## config.mk

```make
export PLATFORM = sky130hd
export DESIGN_NAME = io_port_alt_pin_steering
export DESIGN_NICKNAME = d
export VERILOG_FILES = /design/src/io_pin_pkg.sv /design/src/io_port_bank.sv /design/src/io_port_alt_pin_steering.sv
export SDC_FILE = /design/constraint.sdc
export NUM_CORES = 1
export LEC_CHECK = 0
export BUFFER_PORTS_ARGS = -buffer_cell sky130_fd_sc_hd__buf_2
export CAP_MARGIN = 5
export CORE_MARGIN = 4
export CORE_UTILIZATION = 30
export DETAILED_ROUTE_END_ITERATION = 16
export SLEW_MARGIN = 20
export SYNTH_ARGS = -nofsm -noshare
export SYNTH_HDL_FRONTEND = slang
export SYNTH_SLANG_ARGS = --single-unit
export TNS_END_PERCENT = 10
```

## constraint.sdc

```tcl
create_clock -name ref_clk -period 1.7 [get_ports ref_clk]
set_input_delay 0.51 -clock ref_clk [delete_from_list [all_inputs] [get_ports ref_clk]]
set_output_delay 0.51 -clock ref_clk [all_outputs]
set_load 0.01 [all_outputs]
```

## src/io_pin_pkg.sv

```systemverilog
// Constants shared by the port banks and the pin steering top level
package io_pin_pkg;

	// Data and address widths of the register port
	localparam int DATA_W = 8;
	localparam int ADDR_W = 4;
	localparam int NUM_PORTS = 2;
	localparam int NUM_FUNCS = 8;
	localparam int PIN_IDX_W = 4;

	// Register offsets
	localparam logic [3:0] OFS_A_DIR = 4'h0;
	localparam logic [3:0] OFS_A_PIN = 4'h1;
	localparam logic [3:0] OFS_A_LAT = 4'h2;
	localparam logic [3:0] OFS_A_ANA = 4'h3;
	localparam logic [3:0] OFS_B_DIR = 4'h4;
	localparam logic [3:0] OFS_B_PIN = 4'h5;
	localparam logic [3:0] OFS_B_LAT = 4'h6;
	localparam logic [3:0] OFS_B_ANA = 4'h7;
	localparam logic [3:0] OFS_ALT = 4'h8;

	// Reset values
	localparam logic [7:0] DIR_RST = 8'hFF;
	localparam logic [7:0] LAT_RST = 8'h00;
	localparam logic [7:0] ANA_RST = 8'h00;
	localparam logic [7:0] ALT_RST = 8'h00;
	localparam logic [7:0] RD_IDLE = 8'h00;

	// Port A pin 5 is input only and its direction bit reads one
	localparam logic [7:0] A_INPUT_ONLY = 8'h20;
	localparam logic [7:0] B_INPUT_ONLY = 8'h00;

	// Select bits that exist only on the larger variant
	localparam logic [7:0] ALT_LARGE_ONLY = 8'h18;

	// Select bit positions, one per steered function
	localparam int SEL_CAPCOMP1 = 0;
	localparam int SEL_PWM1_C = 1;
	localparam int SEL_PWM1_D = 2;
	localparam int SEL_CAPCOMP2 = 3;
	localparam int SEL_PWM2_B = 4;
	localparam int SEL_SLAVE_SEL = 5;
	localparam int SEL_SERIAL_OUT = 6;
	localparam int SEL_RX_DATA = 7;

	// Pin index per function, bit 7 first; 0..7 port A, 8..15 port B
	localparam logic [7:0][3:0] DEF_PIN = {4'h9, 4'hA, 4'hD, 4'hF, 4'hE, 4'hF, 4'hE, 4'hB};
	localparam logic [7:0][3:0] ALT_PIN = {4'hA, 4'h6, 4'h5, 4'h6, 4'h7, 4'h6, 4'h7, 4'h8};

	// Pin synchroniser depth
	localparam int SYNC_STAGES = 3;

endpackage : io_pin_pkg

```

## src/io_port_bank.sv

```systemverilog
// One general purpose port: direction, latch, analog select and pin sampling
`timescale 1ns/1ps
module io_port_bank #(
	parameter int         WIDTH      = 8,
	parameter logic [7:0] INPUT_ONLY = 8'h00
) (
	// Clock and reset
	input  wire logic             ref_clk,
	input  wire logic             arst_n,
	// Register writes
	input  wire logic [WIDTH-1:0] wdata,
	input  wire logic             dir_we,
	input  wire logic             lat_we,
	input  wire logic             ana_we,
	// Peripheral overrides
	input  wire logic [WIDTH-1:0] ovr_en,
	input  wire logic [WIDTH-1:0] ovr_drive,
	input  wire logic [WIDTH-1:0] ovr_val,
	// Pins
	input  wire logic [WIDTH-1:0] pin_in,
	output logic      [WIDTH-1:0] pin_out,
	output logic      [WIDTH-1:0] pin_oe_n,
	// Register state
	output logic      [WIDTH-1:0] dir_q,
	output logic      [WIDTH-1:0] lat_q,
	output logic      [WIDTH-1:0] ana_q,
	output logic      [WIDTH-1:0] pin_digital
);

	logic [WIDTH-1:0] dir_reg;
	logic [WIDTH-1:0] lat_reg;
	logic [WIDTH-1:0] ana_reg;
	logic [WIDTH-1:0] sync1_reg;
	logic [WIDTH-1:0] sync2_reg;
	logic [WIDTH-1:0] sync3_reg;
	logic [WIDTH-1:0] level_reg;
	logic [WIDTH-1:0] pin_out_next;
	logic [WIDTH-1:0] pin_oe_n_next;
	logic [WIDTH-1:0] level_next;

	// Steered peripheral wins; otherwise a clear direction bit drives the latch, except on input-only pins
	assign pin_out_next  = (ovr_en & ovr_val) | (~ovr_en & lat_reg);
	assign pin_oe_n_next = (ovr_en & ~ovr_drive) | (~ovr_en & (dir_reg | INPUT_ONLY[WIDTH-1:0]));
	// A new level is taken once the second and third stages agree
	assign level_next    = (sync2_reg & sync3_reg) | (level_reg & (sync2_reg ^ sync3_reg));

	// Software registers
	always_ff @(posedge ref_clk or negedge arst_n) begin
		if (!arst_n) begin
			dir_reg <= io_pin_pkg::DIR_RST[WIDTH-1:0];
			lat_reg <= io_pin_pkg::LAT_RST[WIDTH-1:0];
			ana_reg <= io_pin_pkg::ANA_RST[WIDTH-1:0];
		end else begin
			if (dir_we) dir_reg <= wdata;
			if (lat_we) lat_reg <= wdata;
			if (ana_we) ana_reg <= wdata;
		end
	end

	// Pin sampling and registered pin drive
	always_ff @(posedge ref_clk or negedge arst_n) begin
		if (!arst_n) begin
			sync1_reg <= '0;
			sync2_reg <= '0;
			sync3_reg <= '0;
			level_reg <= '0;
			pin_out   <= '0;
			pin_oe_n  <= '1;
		end else begin
			sync1_reg <= pin_in;
			sync2_reg <= sync1_reg;
			sync3_reg <= sync2_reg;
			level_reg <= level_next;
			pin_out   <= pin_out_next;
			pin_oe_n  <= pin_oe_n_next;
		end
	end

	// Input-only pins report their direction bit as one
	assign dir_q       = dir_reg | INPUT_ONLY[WIDTH-1:0];
	assign lat_q       = lat_reg;
	assign ana_q       = ana_reg;
	// Analog pins read zero digitally
	assign pin_digital = level_reg & ~ana_reg;

endmodule : io_port_bank

```

## src/io_port_alt_pin_steering.sv

```systemverilog
// Two general purpose ports with alternate pin steering of peripheral functions
//
// Overview of operation
// - Two ports, A and B, each eight pins wide.
// - An enabled peripheral takes control of its selected pin; on a shared pin the lower select bit wins.
// - Each port has direction, pin level and output latch registers.
// - Writing the pin level register writes the output latch, same as latch.
// - Latch reads return latch contents; pin level reads return sampled pins.
// - Analog select register per port disables digital input of its pins.
// - Select bits route each steered function to one of two pins.
// - Select bit writes never change any direction register.
// - Overrides follow the selected pin; the other pin stays a normal port pin.
// - Bit 5 puts slave select on RB5 when clear, RA5 when set.
// - Direction one makes an input; zero drives the latch onto the pin, except on input-only RA5.
// - Analog selected pins read zero digitally; digital output unaffected.
//
// Design decisions made here: the placing of the registers and the strobed register port.
`timescale 1ns/1ps
module io_port_alt_pin_steering #(
	parameter bit LARGE_VARIANT = 1'b1
) (
	// Clock and reset
	input  wire logic       ref_clk,
	input  wire logic       arst_n,
	// Register port
	input  wire logic [3:0] reg_addr,
	input  wire logic [7:0] reg_wdata,
	input  wire logic       reg_wr,
	input  wire logic       reg_rd,
	output logic      [7:0] reg_rdata,
	// Steered peripheral functions, indexed by select bit
	input  wire logic [7:0] func_enable,
	input  wire logic [7:0] func_drive,
	input  wire logic [7:0] func_out,
	output logic      [7:0] func_in,
	// Port A pins
	input  wire logic [7:0] port_a_in,
	output logic      [7:0] port_a_out,
	output logic      [7:0] port_a_oe_n,
	// Port B pins
	input  wire logic [7:0] port_b_in,
	output logic      [7:0] port_b_out,
	output logic      [7:0] port_b_oe_n,
	// Current select setting
	output logic      [7:0] alt_select
);

	// Register state
	logic [7:0]  alt_function_select_reg;
	logic [7:0]  alt_function_select_next;
	logic [7:0]  reg_rdata_reg;
	logic [7:0]  reg_rdata_next;

	// Bank views
	logic [7:0]  a_dir;
	logic [7:0]  a_lat;
	logic [7:0]  a_ana;
	logic [7:0]  a_pin;
	logic [7:0]  b_dir;
	logic [7:0]  b_lat;
	logic [7:0]  b_ana;
	logic [7:0]  b_pin;

	// Override vectors over all sixteen pins
	logic [15:0] ovr_en;
	logic [15:0] ovr_drive;
	logic [15:0] ovr_val;
	logic [15:0] pin_digital_all;

	// Address decode
	wire hit_a_dir = (reg_addr == io_pin_pkg::OFS_A_DIR);
	wire hit_a_pin = (reg_addr == io_pin_pkg::OFS_A_PIN);
	wire hit_a_lat = (reg_addr == io_pin_pkg::OFS_A_LAT);
	wire hit_a_ana = (reg_addr == io_pin_pkg::OFS_A_ANA);
	wire hit_b_dir = (reg_addr == io_pin_pkg::OFS_B_DIR);
	wire hit_b_pin = (reg_addr == io_pin_pkg::OFS_B_PIN);
	wire hit_b_lat = (reg_addr == io_pin_pkg::OFS_B_LAT);
	wire hit_b_ana = (reg_addr == io_pin_pkg::OFS_B_ANA);
	wire hit_alt   = (reg_addr == io_pin_pkg::OFS_ALT);

	// Write strobes per bank register
	wire a_dir_we = reg_wr & hit_a_dir;
	wire a_lat_we = reg_wr & (hit_a_lat | hit_a_pin);
	wire a_ana_we = reg_wr & hit_a_ana;
	wire b_dir_we = reg_wr & hit_b_dir;
	wire b_lat_we = reg_wr & (hit_b_lat | hit_b_pin);
	wire b_ana_we = reg_wr & hit_b_ana;
	wire alt_we   = reg_wr & hit_alt;

	// Bits that exist on this variant
	wire [7:0] alt_mask = LARGE_VARIANT ? 8'hFF : ~io_pin_pkg::ALT_LARGE_ONLY;

	// Select register next value; it has no path into any direction bit
	assign alt_function_select_next = alt_we ? (reg_wdata & alt_mask) : alt_function_select_reg;

	// Read data selection; unmapped offsets read zero
	assign reg_rdata_next =
		!reg_rd   ? io_pin_pkg::RD_IDLE :
		hit_a_dir ? a_dir :
		hit_a_pin ? a_pin :
		hit_a_lat ? a_lat :
		hit_a_ana ? a_ana :
		hit_b_dir ? b_dir :
		hit_b_pin ? b_pin :
		hit_b_lat ? b_lat :
		hit_b_ana ? b_ana :
		hit_alt   ? alt_function_select_reg :
		io_pin_pkg::RD_IDLE;

	// Select register and read data
	always_ff @(posedge ref_clk or negedge arst_n) begin
		if (!arst_n) begin
			alt_function_select_reg <= io_pin_pkg::ALT_RST;
			reg_rdata_reg           <= io_pin_pkg::RD_IDLE;
		end else begin
			alt_function_select_reg <= alt_function_select_next;
			reg_rdata_reg           <= reg_rdata_next;
		end
	end

	assign reg_rdata  = reg_rdata_reg;
	assign alt_select = alt_function_select_reg;

	// Pin chosen for each function by its select bit
	logic [7:0][3:0] func_pin;

	// Default pin when the bit is clear, alternate pin when set
	always_comb begin
		for (int f = 0; f < io_pin_pkg::NUM_FUNCS; f++) begin
			func_pin[f] = alt_function_select_reg[f] ? io_pin_pkg::ALT_PIN[f] : io_pin_pkg::DEF_PIN[f];
		end
	end

	// Overrides land only on the selected pin; lower select bit wins a shared pin
	always_comb begin
		ovr_en    = 16'h0000;
		ovr_drive = 16'h0000;
		ovr_val   = 16'h0000;
		for (int f = io_pin_pkg::NUM_FUNCS - 1; f >= 0; f--) begin
			if (func_enable[f]) begin
				ovr_en[func_pin[f]]    = 1'b1;
				ovr_drive[func_pin[f]] = func_drive[f];
				ovr_val[func_pin[f]]   = func_out[f];
			end
		end
	end

	// Inputs to peripherals come from their selected pin only
	assign pin_digital_all = {b_pin, a_pin};

	always_comb begin
		for (int f = 0; f < io_pin_pkg::NUM_FUNCS; f++) begin
			func_in[f] = func_enable[f] & pin_digital_all[func_pin[f]];
		end
	end

	// Port A
	io_port_bank #(
		.WIDTH      (io_pin_pkg::DATA_W),
		.INPUT_ONLY (io_pin_pkg::A_INPUT_ONLY)
	) u_port_a (
		.ref_clk     (ref_clk),
		.arst_n      (arst_n),
		.wdata       (reg_wdata),
		.dir_we      (a_dir_we),
		.lat_we      (a_lat_we),
		.ana_we      (a_ana_we),
		.ovr_en      (ovr_en[7:0]),
		.ovr_drive   (ovr_drive[7:0]),
		.ovr_val     (ovr_val[7:0]),
		.pin_in      (port_a_in),
		.pin_out     (port_a_out),
		.pin_oe_n    (port_a_oe_n),
		.dir_q       (a_dir),
		.lat_q       (a_lat),
		.ana_q       (a_ana),
		.pin_digital (a_pin)
	);

	// Port B
	io_port_bank #(
		.WIDTH      (io_pin_pkg::DATA_W),
		.INPUT_ONLY (io_pin_pkg::B_INPUT_ONLY)
	) u_port_b (
		.ref_clk     (ref_clk),
		.arst_n      (arst_n),
		.wdata       (reg_wdata),
		.dir_we      (b_dir_we),
		.lat_we      (b_lat_we),
		.ana_we      (b_ana_we),
		.ovr_en      (ovr_en[15:8]),
		.ovr_drive   (ovr_drive[15:8]),
		.ovr_val     (ovr_val[15:8]),
		.pin_in      (port_b_in),
		.pin_out     (port_b_out),
		.pin_oe_n    (port_b_oe_n),
		.dir_q       (b_dir),
		.lat_q       (b_lat),
		.ana_q       (b_ana),
		.pin_digital (b_pin)
	);

endmodule : io_port_alt_pin_steering

```

==> results of run 1 <==
metrics by stage:
stage / utilization, % / setup slack [ns] / instances / instance area [um^2]
CTS: 40.5 / -0.241 / 967 / 8580
detailed placement: 37.1 / -0.224 / 927 / 7850
global placement: 37.1 / -0.220 / 927 / 7850
floorplan: - / -0.00854 / 491 / 6500
finish: 40.6 / -0.217 / 967 / 8580
global route: 40.6 / -0.313 / 967 / 8580
kinds of logic after synthesis:
kind of cell | synth area share [%]
compound gates | 11.8
fa+ha+maj | 3.08
buf+inv | 1.68
flops | 61.8
mux | 12.8
simple gates | 8.88
power groups by stage:
stage | logic [mW] | clock network [mW] | registers (mW)
floorplan | 0.894 | 0 | 4.99
global route | 2.15 | 3.97 | 5.06
CTS | 1.98 | 3.78 | 4.99
detailed placement | 1.84 | 0 | 5.03
finish | 1.95 | 3.68 | 4.98
global placement | 1.79 | 0 | 5.02
how the worst max path moves through the flow:
stage,from,end,cells after the start
after floorplan,reg_addr[3],u_port_b.ana_q[0],5
after global placement,reg_addr[1],reg_rdata[3],6
after detailed placement,reg_addr[1],reg_rdata[3],6
after CTS,u_port_a.ana_q[6],func_in[6],5
after global routing,u_port_a.ana_q[6],func_in[4],5
final,u_port_b.ana_q[2],func_in[7],4
per-layer routing:
layer | GRT usage (%) | vias to the layer above | wire (um)
met5 | 0 | - | 13
met4 | 5.42 | 2 | 291
met3 | 3.50 | 23 | 1040
met2 | 24.0 | 131 | 8170
met1 | 20.3 | 2315 | 7810
li1 | - | 2149 | -
critical path, stage by stage, from the launching register on:
cell and delay [ns]:
dfrtp_1 0.39, nand2b_4 0.17, mux2i_1 0.16, and2_1 0.14, buf_2 0.12
area by class of cell:
class / instances / area [um^2]
Inverter: 4 / 15.0
Clock buffer: 21 / 470
Sequential cell: 159 / 4020
Tap cell: 275 / 344
Timing Repair Buffer: 185 / 1170
Clock inverter: 11 / 106
Fill cell: 1984 / 12600
Multi-Input combinational cell: 312 / 2450
cell usage after synthesis, drive strengths merged, types with 2 or more instances:
library cell    n  area [um^2]
dfstp          31          815
buf            13         82.6
a311oi          2         17.5
inv             3         11.3
a22o            5         43.8
and2            9         56.3
a22oi           2         15.0
mux2           62          698
mux2i          13          130
nor2b          10         62.6
nand2          37          154
o31ai           4         30.0
a221o           5         50.1
a21o           17          128
a221oi          4         35.0
ha             16          200
nand2b         19          119
clkbuf          3         11.3
o21ai          38          190
nand3b          4         30.0
dfrtp         128         3200
a31o            4         35.0
a21oi          22          125
o22ai           2         12.5
nor3            3         37.5
a31oi           4         25.0
nand3           5         25.0
nor2           15         56.3
timing repair:
| item | CTS | global route |
|---|---|---|
| resized for setup | 23 | 2 |
| hold buffers | 1 | 0 |
| pin swaps | 7 | 2 |
| buffers inserted | 8 | 0 |
| endpoints found under the hold margin | 1 | 0 |
| endpoints found under the setup margin | 9 | 9 |
==> impl_metrics.yaml, run 1 <==
run_status:
  status: "finished, violations left"
  violations: "negative setup slack"
global_routing:
  gr-total-overflow: 0
  grt_pass1_wl_um: 28200
  antenna_found_initial: 1
  grt_pass1_vias: 5142
  grtUsageTotal_pct: 15.1
  grt_max_degree: 43
die:
  core_mm2: 0.0212
  die_w_um: 155
  die_area_mm2: 0.0241
  die_h_um: 155
  start_util_pct: 30.7
  pin_count: 112
  row_count: 53
finish:
  nets: 751
  final_common_cell: "dfrtp_1"
  mostFrequentLayoutCells: "dfrtp_1 (126), buf_2 (110), buf_4 (68)"
  synthToLayoutAreaGrowth_pct: 32.1
  drive_gt1_share_pct: 48.7
  n_antenna_cell: 0
placed_design:
  dp_hpwl_um: 13200
  port_buffers: 111
  gp_congestion: 0.874
pwr:
  ir_worst_vdd_v: 0.000626
  power_frac_clock_pct: 34.7
  power_mw: 10.6
  seqPwrFrac_pct: 46.9
  p_leak_nw: 4.04
  pwr_density_cell_mw_per_mm2: 1240
  p_int_mw: 7.69
  switching_share_pct: 27.6
  switchingPower_mw: 2.93
  p_comb_share_pct: 18.4
route:
  drc: 0
  vias: 4620
  drt_pass1_iterations: 4
  routed_wl_um: 17300
  routed_via_density: 4.78
  drt_iter0_markers: 235
  routedWlPerCell_um: 17.9
  final_antenna_net_count: 0
timing:
  skew_ns: 0.00861
  rsz0062_at_grt: "yes"
  worstMarginPinSlew_ns: 0.427
  finalSetupTns_ns: -1.52
  clock.fmax_mhz: 522
  slew_viol_final: 0
  fin_ws_ns: -0.217
  setup_violations: 8
  fin_crit_ns: 1.92
  finalHoldWorstSlack_ns: 0.185
  finalHoldViolations: 0
  maxSlewHeadroom_pct: 71.5
  post-route-period-util_pct: 113
critical_path:
  r2r_setup_slack_ns: 0.11
  end_kind: "output port"
  reg2regPathDepth: 6
  r2r_end: "reg_rdata[7]"
  crit_required_ns: 1.19
  critPathLaunchType: "register"
  crit_arrival_ns: 1.41
  cp_max_fo: 3
  worstSetupPathType: "reg -> out"
  r2r_start: "u_port_a.level_reg[7]"
yosys:
  async_flop_share_pct: 100
  yosys_register_bits: 159
  syn_avg_cell_area_um2: 13.2
  synth_edf_count: 0
  syn-cell-area_mm2: 0.00650
  netlist_instances: 491
  mappedNetlistNets: 563
  yosysSeqAreaShare_pct: 61.8
  yosysUniqueCellTypes: 47
  yosys_warnings: 0
  ys.flop_type: "dfrtp_1"
clocking:
  cts_sinks: 159
  h-tree-depth: 4
  clk_latency_ns: 0.43
  clockBufferDepth: 2
  clockRootBuffer: "clkbuf_16"
  cts_buffers: 17
  cts_tree: "yes"
  clk_pin_slew_worst_paths_ns: 0.07
worst_hold_path:
  hold_path_depth: 1
  hp-start: "port_a_in[2]"
  min_path_type: "in -> reg"
  hold_end: "u_port_a.sync1_reg[2]"
run:
  maxCapViolations: 0
Power figures use the tool's default switching activity.
==> run 2: changes to the inputs <==
- SKIP_LAST_GASP: not set -> 1
==> impl_metrics.yaml, run 2 (synthesis gave the netlist of run 1 again) <==
critical_path:
  crit_start: "u_port_b.ana_q[2]"
  end_kind: "output port"
  crit_arrival_ns: 1.41
  critPathLaunchType: "register"
  cp_max_fo: 3
  r2r_start: "u_port_a.level_reg[7]"
  worstSetupPathType: "reg -> out"
  crit_required_ns: 1.19
global_routing:
  met2_usage_pct: 24.0
  grt_busiest_layer: "met2"
  antenna_found_initial: 1
  grt_use_met3_pct: 3.50
  grtUsageMet1_pct: 20.3
  grt_pass1_wl_um: 28200
  gr-total-overflow: 0
  grtUsageTotal_pct: 15.1
  grt_pass1_vias: 5143
  grt_max_degree: 43
timing:
  slew_viol_final: 0
  rsz0062_at_grt: "yes"
  fin_crit_ns: 1.92
  clock.fmax_mhz: 520
  fin_ws_ns: -0.224
  finalHoldViolations: 0
  post-route-period-util_pct: 113
  skew_ns: 0.0103
  finalSetupTns_ns: -1.62
  setup_violations: 9
  maxSlewHeadroom_pct: 71.7
  worstMarginPinSlew_ns: 0.425
worst_hold_path:
  hp-start: "port_a_in[0]"
  min_path_type: "in -> reg"
clocking:
  clockBufferDepth: 2
  clk_pin_slew_worst_paths_ns: 0.07
  clk_latency_ns: 0.43
  cts_sinks: 159
  cts_tree: "yes"
  h-tree-depth: 4
  clockRootBuffer: "clkbuf_16"
  cts_buffers: 17
die:
  die_area_mm2: 0.0241
  pin_count: 112
  die_h_um: 155
  row_count: 53
  start_util_pct: 30.7
  die_w_um: 155
  core_mm2: 0.0212
finish:
  mostFrequentLayoutCells: "dfrtp_1 (127), buf_2 (110), buf_4 (69)"
  n_antenna_cell: 0
  drive_gt1_share_pct: 48.4
  fill_cells: 1989
  nets: 751
  final_common_cell: "dfrtp_1"
  synthToLayoutAreaGrowth_pct: 31.9
route:
  routedWlPerCell_um: 17.9
  final_antenna_net_count: 0
  routed_wl_um: 17300
  drc: 0
  routed_via_density: 4.79
  vias: 4634
  drt_pass1_iterations: 4
  drt_iter0_markers: 223
run_status:
  status: "finished, violations left"
  violations: "negative setup slack"
placed_design:
  gp_congestion: 0.874
  dp_hpwl_um: 13200
  place_ws_ns: -0.224
  port_buffers: 111
pwr:
  pwr_density_cell_mw_per_mm2: 1240
  p_leak_nw: 4.04
  ir_worst_vdd_v: 0.000629
run:
  maxCapViolations: 0
-- run 2: area by class of cell --
type                       instances  area (um^2)  area share [%]
sequential                       159         4020            46.9
multi-input combinational        312         2440            28.5
timing repair buffer             185         1170            13.7
clock buffer                      21          470            5.49
tap                              275          344            4.02
clock inverter                    11          106            1.24
inverter                           4         15.0           0.175
-- run 2: repair_timing --
action                                 CTS  global route
endpoints found under the hold margin    1             0
gates resized for setup                 18             3
setup buffers                            8             0
setup endpoints to repair                9            10
pin swaps                                1             2
hold buffers                             1             0
-- run 2: worst paths after layout --
path | endpoint | slack [ns] | depth (start not counted)
worst max-delay path | func_in[7] | -0.22 | 4
worst min-delay path | u_port_a.sync1_reg[0] | 0.18 | 1
worst max register to register | reg_rdata[7] | 0.09 | 6
worst min register to register | u_port_b.sync2_reg[4] | 0.35 | 0
max in group asynchronous | u_port_b.dir_q[2] | 0.50 | 3
min in group asynchronous | u_port_a.sync1_reg[0] | 0.56 | 2
-- run 2: stage by stage --
step | std cells | utilization, % | cell area (um^2) | power [mW] | hold slack, ns
6_report | 967 | 40.5 | 8570 | 10.6 | 0.181
5_1_grt | 967 | 40.5 | 8570 | 11.2 | 0.171
4_1_cts | 967 | 40.5 | 8560 | 10.7 | 0.160
3_5_place_dp | 927 | 37.1 | 7850 | 6.88 | 0.337
3_3_place_gp | 927 | 37.1 | 7850 | 6.82 | 0.333
2_1_floorplan | 491 | - | 6500 | 5.88 | 0.214
-- run 2: worst max-delay path, stage by stage (launching register included) --
cell      delay (ns)
dfrtp_1         0.40
nand2b_4        0.17
mux2i_1         0.16
and2_1          0.14
buf_2           0.12
-- run 2: power by group --
group          total, mW  switching, mW  leakage, nW  internal [mW]
Clock               3.68           1.54        0.276           2.14
Combinational       1.94          0.928         1.90           1.02
Sequential          4.98          0.456         1.86           4.52
-- run 2: per-layer routing --
metal	share of wire (%)	up-vias
met4	1.9	2
li1	-	2146
met3	5.5	24
met5	0.075	-
met2	47	148
met1	45	2314
